File: src/pcdaf_pkg.sv
// Constants and carrier types for the port C/D alternate-function override
// What this block does
// (RULE_01) An active DAC enable forces PC7 to input with its input buffer off; PC6..PC4 only lose their input buffer through their analog disable bits.
// (RULE_02) An active power stage output enable forces PC3, PC2 or PC0 to output, driving the stage signal, and never touches the pull-up.
// (RULE_03) An active timer 1 compare B enable replaces the PC1 output value with the wave while the direction stays with the port bit.
// (RULE_04) Enabling external interrupt 3 forces the PC0 input buffer on, even in sleep, so the level reaches the interrupt logic.
// (RULE_05) An enabled USART receiver forces PD4 to input, and a one in the PD4 latch then switches the pull-up on.
// (RULE_06) An enabled USART transmitter forces PD3 to output carrying the transmit data.
// (RULE_07) Software sets the PD3 direction bit to see the timer 0 compare A wave; no direction is forced for it.
// (RULE_08) Software sets the PD2 direction bit to see the timer 1 compare A wave; no direction is forced for it.
// (RULE_09) An SPI slave forces PD3 to input as slave select and is active only while the pin is low; a master leaves the direction bit in charge.
// (RULE_10) PD4 as SPI clock is forced to input in slave mode, the direction bit rules in master mode, and the latch keeps pull-up control.
// (RULE_11) PD3 as SPI master data out is forced to input in slave mode, the direction bit rules in master mode, and the latch keeps pull-up control.
// (RULE_12) PD2 as SPI master data in is forced to input in master mode, the direction bit rules in slave mode, and the latch keeps pull-up control.
// (RULE_13) A programmed clock-out fuse drives the divided clock on PD1 whatever its latch and direction bits, also throughout reset.
// (RULE_14) Software should set analog comparator inputs as inputs with the pull-up off.
// (RULE_15) With no override active, direction, value and pull-up come from the port registers, the input buffer from sleep_input_off.
package pcdaf_pkg;

    // ------------------------------------------------------------
    // Pin positions
    // ------------------------------------------------------------
    localparam int PORT_W      = 8;
    localparam int PC_DAC      = 7;
    localparam int PC_AN_LO    = 4;
    localparam int PC_STG23    = 3;
    localparam int PC_STG22    = 2;
    localparam int PC_CMPB     = 1;
    localparam int PC_IRQ3     = 0;
    localparam int PD_RX_SCK   = 4;
    localparam int PD_TX_SS    = 3;
    localparam int PD_CMPA_SPI = 2;
    localparam int PD_CLK_OUT  = 1;

    // ------------------------------------------------------------
    // Reset values
    // ------------------------------------------------------------
    localparam logic [7:0] PIN_RST = 8'h00;
    localparam logic       BIT_RST = 1'b0;

    // Port register view of one port
    typedef struct packed {
        logic [7:0] latch;
        logic [7:0] dir;
    } pcdaf_gpio_type;

    // Resolved controls of one port
    typedef struct packed {
        logic [7:0] pull;
        logic [7:0] dir;
        logic [7:0] val;
        logic [7:0] ibuf;
    } pcdaf_pin_type;

    // Peripheral requests on port C
    typedef struct packed {
        logic       dac_output_enable;
        logic [2:0] analog_in_disable;   // ch10, ch9, ch8
        logic       stage2_out3_enable;
        logic       stage2_out3_signal;
        logic       stage2_out2_enable;
        logic       stage2_out2_signal;
        logic       stage1_out0_enable;
        logic       stage1_out0_signal;
        logic       timer1_cmp_b_out_enable;
        logic       timer1_cmp_b_wave;
        logic       ext_irq3_enable;
    } pcdaf_pc_req_type;

    // Peripheral requests on port D
    typedef struct packed {
        logic rx_enable;
        logic tx_enable;
        logic tx_data;
        logic timer0_cmp_a_out_enable;
        logic timer0_cmp_a_wave;
        logic timer1_cmp_a_out_enable;
        logic timer1_cmp_a_wave;
        logic spi_enable;
        logic spi_master;
        logic spi_sck_out;
        logic spi_mosi_out;
        logic spi_miso_out;
    } pcdaf_pd_req_type;

    // Whole state of the block
    typedef struct packed {
        pcdaf_pin_type pc;
        pcdaf_pin_type pd;
        logic          irq3_level;
        logic          spi_slave_active;
    } pcdaf_state_type;

endpackage

File: src/pcdaf_override.sv
// Port C and port D alternate-function override logic
`timescale 1ns/1ps
`default_nettype none
module pcdaf_override
    import pcdaf_pkg::*;
(
    input  wire logic             core_clk,
    input  wire logic             rst_n,
    input  wire pcdaf_gpio_type   pc_gpio,
    input  wire pcdaf_gpio_type   pd_gpio,
    input  wire logic             pullup_disable,
    input  wire logic             sleep_input_off,
    input  wire pcdaf_pc_req_type pc_req,
    input  wire pcdaf_pd_req_type pd_req,
    input  wire logic             clock_out_fuse,
    input  wire logic             divided_clock_out,
    input  wire logic [7:0]       pc_pad_in,
    input  wire logic [7:0]       pd_pad_in,
    output logic [7:0]            pc_pad_out,
    output logic [7:0]            pc_pad_oe_n,
    output logic [7:0]            pc_pullup_en,
    output logic [7:0]            pc_ibuf_en,
    output logic [7:0]            pd_pad_out,
    output logic [7:0]            pd_pad_oe_n,
    output logic [7:0]            pd_pullup_en,
    output logic [7:0]            pd_ibuf_en,
    output logic                  ext_irq3_source,
    output logic                  spi_slave_active
);

    // ------------------------------------------------------------
    // Port register fallback
    // ------------------------------------------------------------
    pcdaf_pin_type   pc_def;
    pcdaf_pin_type   pd_def;
    pcdaf_state_type s_q;
    pcdaf_state_type s_d;
    logic            spi_slave;
    logic            spi_mst;

    // Per-bit defaults when no override is active
    genvar b;
    generate
        for (b = 0; b < PORT_W; b++) begin : g_def
            assign pc_def.pull[b] = pc_gpio.latch[b] & ~pc_gpio.dir[b] & ~pullup_disable; // RULE_15
            assign pc_def.dir[b]  = pc_gpio.dir[b];    // RULE_15
            assign pc_def.val[b]  = pc_gpio.latch[b];  // RULE_15
            assign pc_def.ibuf[b] = ~sleep_input_off;  // RULE_15
            assign pd_def.pull[b] = pd_gpio.latch[b] & ~pd_gpio.dir[b] & ~pullup_disable; // RULE_15
            assign pd_def.dir[b]  = pd_gpio.dir[b];    // RULE_15
            assign pd_def.val[b]  = pd_gpio.latch[b];  // RULE_15
            assign pd_def.ibuf[b] = ~sleep_input_off;  // RULE_15
        end
    endgenerate

    // SPI role decode
    assign spi_slave = pd_req.spi_enable & ~pd_req.spi_master;
    assign spi_mst   = pd_req.spi_enable & pd_req.spi_master;

    // ------------------------------------------------------------
    // Override resolution
    // ------------------------------------------------------------
    // Next state from defaults and peripheral requests
    always_comb begin
        s_d    = s_q;
        s_d.pc = pc_def;
        s_d.pd = pd_def;

        // PC7 DAC output
        if (pc_req.dac_output_enable) begin
            s_d.pc.dir[PC_DAC]  = 1'b0; // RULE_01
            s_d.pc.ibuf[PC_DAC] = 1'b0; // RULE_01
        end
        // PC6..PC4 analog inputs
        for (int i = 0; i < 3; i++) begin
            if (pc_req.analog_in_disable[i]) begin
                s_d.pc.ibuf[PC_AN_LO + i] = 1'b0; // RULE_01
            end
        end
        // Power stage outputs
        if (pc_req.stage2_out3_enable) begin
            s_d.pc.dir[PC_STG23] = 1'b1;                      // RULE_02
            s_d.pc.val[PC_STG23] = pc_req.stage2_out3_signal; // RULE_02
        end
        if (pc_req.stage2_out2_enable) begin
            s_d.pc.dir[PC_STG22] = 1'b1;                      // RULE_02
            s_d.pc.val[PC_STG22] = pc_req.stage2_out2_signal; // RULE_02
        end
        if (pc_req.stage1_out0_enable) begin
            s_d.pc.dir[PC_IRQ3] = 1'b1;                      // RULE_02
            s_d.pc.val[PC_IRQ3] = pc_req.stage1_out0_signal; // RULE_02
        end
        // PC1 timer 1 compare B, direction untouched
        if (pc_req.timer1_cmp_b_out_enable) begin
            s_d.pc.val[PC_CMPB] = pc_req.timer1_cmp_b_wave; // RULE_03
        end
        // PC0 external interrupt keeps its buffer alive
        if (pc_req.ext_irq3_enable) begin
            s_d.pc.ibuf[PC_IRQ3] = 1'b1; // RULE_04
        end

        // PD4: receiver or SPI slave force input, latch keeps pull-up
        if (pd_req.rx_enable || spi_slave) begin
            s_d.pd.dir[PD_RX_SCK]  = 1'b0;                                      // RULE_05
            s_d.pd.pull[PD_RX_SCK] = pd_gpio.latch[PD_RX_SCK] & ~pullup_disable; // RULE_10
        end else if (spi_mst) begin
            s_d.pd.val[PD_RX_SCK] = pd_req.spi_sck_out; // RULE_10
        end

        // PD3: transmitter wins, then SPI slave, then compare A / MOSI
        if (pd_req.tx_enable) begin
            s_d.pd.dir[PD_TX_SS]  = 1'b1;           // RULE_06
            s_d.pd.val[PD_TX_SS]  = pd_req.tx_data; // RULE_06
            s_d.pd.pull[PD_TX_SS] = 1'b0;
        end else if (spi_slave) begin
            s_d.pd.dir[PD_TX_SS]  = 1'b0;                                      // RULE_09
            s_d.pd.pull[PD_TX_SS] = pd_gpio.latch[PD_TX_SS] & ~pullup_disable; // RULE_11
        end else if (pd_req.timer0_cmp_a_out_enable) begin
            s_d.pd.val[PD_TX_SS] = pd_req.timer0_cmp_a_wave; // RULE_07
        end else if (spi_mst) begin
            s_d.pd.val[PD_TX_SS] = pd_req.spi_mosi_out; // RULE_11
        end

        // PD2: SPI master forces input; slave drives data out by dir bit
        if (spi_mst) begin
            s_d.pd.dir[PD_CMPA_SPI]  = 1'b0; // RULE_12
            s_d.pd.pull[PD_CMPA_SPI] = pd_gpio.latch[PD_CMPA_SPI] & ~pullup_disable; // RULE_12
        end else if (pd_req.timer1_cmp_a_out_enable) begin
            s_d.pd.val[PD_CMPA_SPI] = pd_req.timer1_cmp_a_wave; // RULE_08
        end else if (spi_slave) begin
            s_d.pd.val[PD_CMPA_SPI] = pd_req.spi_miso_out; // RULE_12
        end

        // PD1 clock output owns the pin
        if (clock_out_fuse) begin
            s_d.pd.dir[PD_CLK_OUT]  = 1'b1; // RULE_13
            s_d.pd.pull[PD_CLK_OUT] = 1'b0;
        end

        // Pin levels passed to peripherals, PC0 through its input buffer, PD3 straight from the pad
        s_d.irq3_level       = pc_pad_in[PC_IRQ3] & s_d.pc.ibuf[PC_IRQ3]; // RULE_04
        s_d.spi_slave_active = spi_slave & ~pd_pad_in[PD_TX_SS];         // RULE_09
    end

    // State register
    always_ff @(posedge core_clk or negedge rst_n) begin
        if (!rst_n) begin
            s_q.pc               <= '{PIN_RST, PIN_RST, PIN_RST, PIN_RST};
            s_q.pd               <= '{PIN_RST, PIN_RST, PIN_RST, PIN_RST};
            s_q.irq3_level       <= BIT_RST;
            s_q.spi_slave_active <= BIT_RST;
        end else begin
            s_q <= s_d;
        end
    end

    // ------------------------------------------------------------
    // Pad drive
    // ------------------------------------------------------------
    // Port C straight from state
    assign pc_pad_out   = s_q.pc.val;
    assign pc_pad_oe_n  = ~s_q.pc.dir;
    assign pc_pullup_en = s_q.pc.pull;
    assign pc_ibuf_en   = s_q.pc.ibuf;

    // Port D, PD1 bypasses the flops so the clock runs during reset
    always_comb begin
        pd_pad_out  = s_q.pd.val;
        pd_pad_oe_n = ~s_q.pd.dir;
        if (clock_out_fuse) begin
            pd_pad_out[PD_CLK_OUT]  = divided_clock_out; // RULE_13
            pd_pad_oe_n[PD_CLK_OUT] = 1'b0;              // RULE_13
        end
    end
    assign pd_pullup_en     = s_q.pd.pull;
    assign pd_ibuf_en       = s_q.pd.ibuf;
    assign ext_irq3_source  = s_q.irq3_level;
    assign spi_slave_active = s_q.spi_slave_active;

    // ------------------------------------------------------------
    // Checks
    // ------------------------------------------------------------
    a_dac_pin_input: assert property (@(posedge core_clk) disable iff (!rst_n) // RULE_01
        pc_req.dac_output_enable |=> pc_pad_oe_n[PC_DAC] && !pc_ibuf_en[PC_DAC])
        else $error("DAC pin not input with buffer off");

    a_stage_drive: assert property (@(posedge core_clk) disable iff (!rst_n) // RULE_02
        pc_req.stage2_out3_enable |=>
            !pc_pad_oe_n[PC_STG23] && pc_pad_out[PC_STG23] == $past(pc_req.stage2_out3_signal))
        else $error("Stage output not driven on PC3");

    a_stage_no_pull: assert property (@(posedge core_clk) disable iff (!rst_n) // RULE_02
        pc_req.stage1_out0_enable |=> pc_pullup_en[PC_IRQ3] == ($past(pc_gpio.latch[PC_IRQ3])
            && !$past(pc_gpio.dir[PC_IRQ3]) && !$past(pullup_disable)))
        else $error("Pull-up overridden on driven stage pin");

    a_cmpb_dir_kept: assert property (@(posedge core_clk) disable iff (!rst_n) // RULE_03
        pc_req.timer1_cmp_b_out_enable |=>
            pc_pad_oe_n[PC_CMPB] == !$past(pc_gpio.dir[PC_CMPB])
            && pc_pad_out[PC_CMPB] == $past(pc_req.timer1_cmp_b_wave))
        else $error("Compare B override wrong on PC1");

    a_irq3_buffer: assert property (@(posedge core_clk) disable iff (!rst_n) // RULE_04
        pc_req.ext_irq3_enable |=> pc_ibuf_en[PC_IRQ3]
            && ext_irq3_source == $past(pc_pad_in[PC_IRQ3]))
        else $error("Interrupt 3 level not passed");

    a_rx_pull: assert property (@(posedge core_clk) disable iff (!rst_n) // RULE_05
        pd_req.rx_enable |=> pd_pad_oe_n[PD_RX_SCK]
            && pd_pullup_en[PD_RX_SCK] == ($past(pd_gpio.latch[PD_RX_SCK]) && !$past(pullup_disable)))
        else $error("Receiver pin not input with latch pull-up");

    a_tx_drive: assert property (@(posedge core_clk) disable iff (!rst_n) // RULE_06
        pd_req.tx_enable |=> !pd_pad_oe_n[PD_TX_SS] && pd_pad_out[PD_TX_SS] == $past(pd_req.tx_data))
        else $error("Transmit pin not driving data");

    a_slave_select: assert property (@(posedge core_clk) disable iff (!rst_n) // RULE_09
        spi_slave_active |-> $past(spi_slave) && !$past(pd_pad_in[PD_TX_SS]))
        else $error("SPI slave active without low select");

    a_miso_master: assert property (@(posedge core_clk) disable iff (!rst_n) // RULE_12
        spi_mst |=> pd_pad_oe_n[PD_CMPA_SPI])
        else $error("Master data-in pin not input");

    a_clk_out_pin: assert property (@(posedge core_clk) // RULE_13
        clock_out_fuse |-> !pd_pad_oe_n[PD_CLK_OUT] && pd_pad_out[PD_CLK_OUT] == divided_clock_out)
        else $error("Clock not driven on PD1");

    a_sck_slave_in: assert property (@(posedge core_clk) disable iff (!rst_n) // RULE_10
        spi_slave |=> pd_pad_oe_n[PD_RX_SCK] && pd_pullup_en[PD_RX_SCK]
            == ($past(pd_gpio.latch[PD_RX_SCK]) && !$past(pullup_disable)))
        else $error("Slave clock pin not input with latch pull-up");

    a_mosi_slave_in: assert property (@(posedge core_clk) disable iff (!rst_n) // RULE_11
        (spi_slave && !pd_req.tx_enable) |=> pd_pad_oe_n[PD_TX_SS] && pd_pullup_en[PD_TX_SS]
            == ($past(pd_gpio.latch[PD_TX_SS]) && !$past(pullup_disable)))
        else $error("Slave data-in pin not input with latch pull-up");

    a_analog_ibuf: assert property (@(posedge core_clk) disable iff (!rst_n) // RULE_01
        pc_req.analog_in_disable[0] |=> !pc_ibuf_en[PC_AN_LO])
        else $error("Analog pin input buffer still on");

endmodule
`default_nettype wire

File: config.mk
export PLATFORM = sky130hd
export DESIGN_NAME = pcdaf_override
export DESIGN_NICKNAME = d
export VERILOG_FILES = /design/src/pcdaf_pkg.sv /design/src/pcdaf_override.sv
export SDC_FILE = /design/constraint.sdc
export NUM_CORES = 1
export LEC_CHECK = 0
export BUFFER_PORTS_ARGS = -buffer_cell sky130_fd_sc_hd__buf_4
export CAP_MARGIN = 10
export CORE_MARGIN = 1.5
export CORE_UTILIZATION = 35
export DETAILED_ROUTE_END_ITERATION = 8
export PLACE_DENSITY = 0.69
export SETUP_SLACK_MARGIN = 0.02
export SYNTH_ARGS = -nofsm -noshare
export SYNTH_HDL_FRONTEND = slang
export SYNTH_SLANG_ARGS = --single-unit
export TNS_END_PERCENT = 50
File: constraint.sdc
create_clock -name core_clk -period 1.1 [get_ports core_clk]
set_clock_uncertainty 0.05 [all_clocks]
set_input_delay 0.055 -clock core_clk [delete_from_list [all_inputs] [get_ports core_clk]]
set_output_delay 0.055 -clock core_clk [all_outputs]
set_load 0.05 [all_outputs]
Word level (Yosys, flattened, before mapping)
Index checks and enable logic that the tools add are counted.

storage, ports and cells
  input port bits = 79
  register bits = 59
  logic and storage cells = 106
  output and inout port bits = 66

operators by class
  reduce and logical (&&, ||, !) cells = 1
  muxes and demuxes = 34
  bitwise operators = 61

operators by type and width
  cell                number
  $and A1 B1 Y1       39
  $mux W1             34
  $not A1 Y1          20
  $not A8 Y8          2
  $logic_or A1 B1 Y1  1

Depth between registers and ports, before layout
  word-level depth = 5
  depth in mapped cells = 3
  depth with buffers taken out = 3

Least setup slack after synthesis
Ideal clock, no wire load.

  path kind = reg2out
  start point = register s_q[19] (netlist name)
  end point = output port pd_pad_oe_n[1]
  cell stages (with the launch flop) = 2
  arrival = 0.987 ns
  path buffers = 0
  path slack = 0.008 ns
  cell sequence = dfrtp_1 > nor2_1

on the way
  word-level cells in the longest chain between the ends = 2

ends and longest elaborated chain
  item                line                   source
  start: declaration  pcdaf_override.sv:36   pcdaf_state_type s_q;
  $not A8 Y8          pcdaf_override.sv:169  pd_pad_oe_n = ~s_q.pd.dir;
  $mux W1             pcdaf_override.sv:170  if (clock_out_fuse) begin
  end: declaration    pcdaf_override.sv:24   output logic [7:0] pd_pad_oe_n,

No other way between the ends.

Final worst setup path
  start point = register s_q[11] (netlist name)
  end point = output port pd_pad_out[1]

on the way
  word-level cells in the longest chain between the ends = 1

ends and longest elaborated chain
  item              line                   source
  $mux W1           pcdaf_override.sv:170
  end: declaration  pcdaf_override.sv:23   output logic [7:0] pd_pad_out,

No other way between the ends.

==> out/qor.csv <==
metric;value;unit
leakage dissipation;1.85;nW
first-pass GRT wire length;8070;µm
total track usage;15.9;%
area share of fa/ha/maj cells after synthesis;0;%
sequential fraction of the synthesis area;63.6;%
HP Class;in -> reg;
Port Buffers;130;
Max VDD drop;617;µV
crit share post-route;108;%
status;finished, violations left;
initial DRC count;44;
crit path kind;reg -> out;
worst hold margin;-0.0520;ns
vias in the first global route;1840;
Slew Viols, Final;0;
Post-synth EDFFs;0;
CTS Sinks;56;
Post-Syn Instances;177;
commonest cells after routing, fill and taps aside;buf_4 (116), dfrtp_1 (55), dlygate4sd3_1 (51), inv_1 (19), nor3b_1 (13);
Final Cell Area;0.00364;mm²
Post-Syn Area;0.00220;mm²
CP max FO;1;
DR vias;1652;
met3 Usage GRT;4.95;%
largest family of logic cells by synthesized area;buffers and inverters;
CP endpoint kind;primary output;
Simple-Gate Fraction of Synth Area;11.4;%
Die W;82.3;µm
largest net degree at the start of global routing;32;
final WL;5100;µm
Starting Density;36.8;%
Congestion Overflow GR;0;
PD cells;1230;mW/mm²
Synth cell types;23;
GPL Wtd Cong;0.694;
Core Area;0.00599;mm²
initial antenna violation count;0;
# hold bufs at CTS;51;
syn_nets;256;
predominant post-synthesis flop cell;dfrtp_1;
CP required;1.00;ns
Final Hold Fails;2;
num rows;28;
1st-pass router iterations;4;
Synth Area in XOR/XNOR;0;%
GRT met2 Usage;31.7;%
die area;0.00678;mm²
yosys warns;0;
final setup margin;-0.0900;ns
total clock buffers created by CTS;5;
busiest grt layer;met2;
Nets;398;
ant diodes;0;
commonest non-fill, non-tap cell in the layout;buf_4;
Worst-Margin Slew;0.325;ns
WP data arrival;1.08;ns
via-per-instance ratio;4.19;
flops & latches, synth;56;
violated checks;hold timing, setup timing;
die extent in y;82.3;µm
pre-CTS setup slack;0.178;ns
# fillers;479;
placed inst area;0.00293;mm²
TritonCTS clock tree;yes;
max-cap violation count;0;
met1 usage;15.7;%
layout cells sized above 1;48.6;%
half-perimeter wire length after placement;3510;µm
setup violators final;12;
compound-gate portion of the synthesized area;2.27;%
Reg clk slew, reported paths;0.09;ns
post-synthesis async set-or-reset flop share;100;%
CTS max path bufs;2;
Root Driver;clkbuf_8;
Worst slew margin;78.4;%
RSZ-0062 raised after global routing;true;
final antenna-violating net count;0;
H-tree levels;2;
Highest Clock Rate;840;MHz
Startpoint Class;flop;
Remaining DRCs;0;
post-synthesis mux area share;3.07;%
Tmin final;1.19;ns
Routed WL per cell;12.9;µm
Ports;145;
Syn Area/Cell;12.4;µm²
Area growth syn-to-layout;65.4;%
## sequential cells by signal, summed over array words and instances, names as in the netlist
name / count
pc_pullup_en: 8
pc_pad_out: 8
spi_slave_active: 1
pc_ibuf_en: 6
pd_pullup_en: 8
s_q: 17
ext_irq3_source: 1
pd_pad_out: 7
## layer usage
layer,up-vias,wire (µm)
met5,-,0
met4,0,10
met3,2,417
met2,79,2900
met1,786,1780
li1,785,-
## repair_timing
action | in CTS | in global routing
endpoints found under the setup margin | 12 | 15
pin swaps | 0 | 1
setup buffers | 2 | 0
endpoints found under the hold margin | 111 | 2
gates resized for setup | 20 | 9
## power breakdown
group | switching [W] | total, W | internal, W
clock network | 0.000606 | 0.00104 | 0.000432
logic | 0.000706 | 0.00124 | 0.000533
registers | 0.0000312 | 0.00219 | 0.00216
## stage by stage
step	std cells	utilization, %	TNS (ns)	total power (W)
after detailed placement	334	49.0	0	0.00328
after CTS	394	60.3	-0.520	0.00452
after global placement	334	49.0	0	0.00326
after global routing	394	60.8	-0.863	0.00469
final	394	60.8	-0.306	0.00447
after floorplan	177	-	0	0.00293
## final timing paths
kind / endpoint / slack [ns] / cells past startpoint / startpoint
max in group asynchronous: pc_ibuf_en[3] / 0.37 / 3 / rst_n
worst min-delay path: s_q[19] / -0.05 / 2 / clock_out_fuse
worst max-delay path: pd_pad_out[1] / -0.09 / 2 / s_q[11]
min in group asynchronous: s_q[51] / 0.16 / 2 / rst_n
## cell type report
cell class / count / area [µm²] / share of cell area [%]
Clock buffer: 5 / 68.8 / 1.89
Tap cell: 75 / 93.8 / 2.58
Timing Repair Buffer: 184 / 1620 / 44.5
Sequential cell: 56 / 1400 / 38.5
Multi-Input combinational cell: 53 / 372 / 10.2
Clock inverter: 2 / 12.5 / 0.343
Inverter: 19 / 71.3 / 1.96
## Yosys cell counts (all sizes together) (2+ instances only)
cell type,instances,area share (%)
dfrtp,56,64
buf,48,16
inv,19,3.2
nor3b,15,5.6
nor2,8,1.4
mux2,6,3.1
or2,5,1.4
a21oi,3,0.68
nand2b,3,0.85
and2,2,0.57
nor2b,2,0.57
## worst max-delay path, stage by stage, from the launching register on
cell and delay (ns):
dfrtp_1 0.38, mux2_2 0.27, buf_6 0.15
## cell families after synthesis
logic type             Yosys count
multiplexers                     6
flip-flops                      56
buffers and inverters           68
AO/OA/AOI/OAI                    8
AND/OR/NAND/NOR                 39
Note: power is estimated with default switching activity, not from simulation.
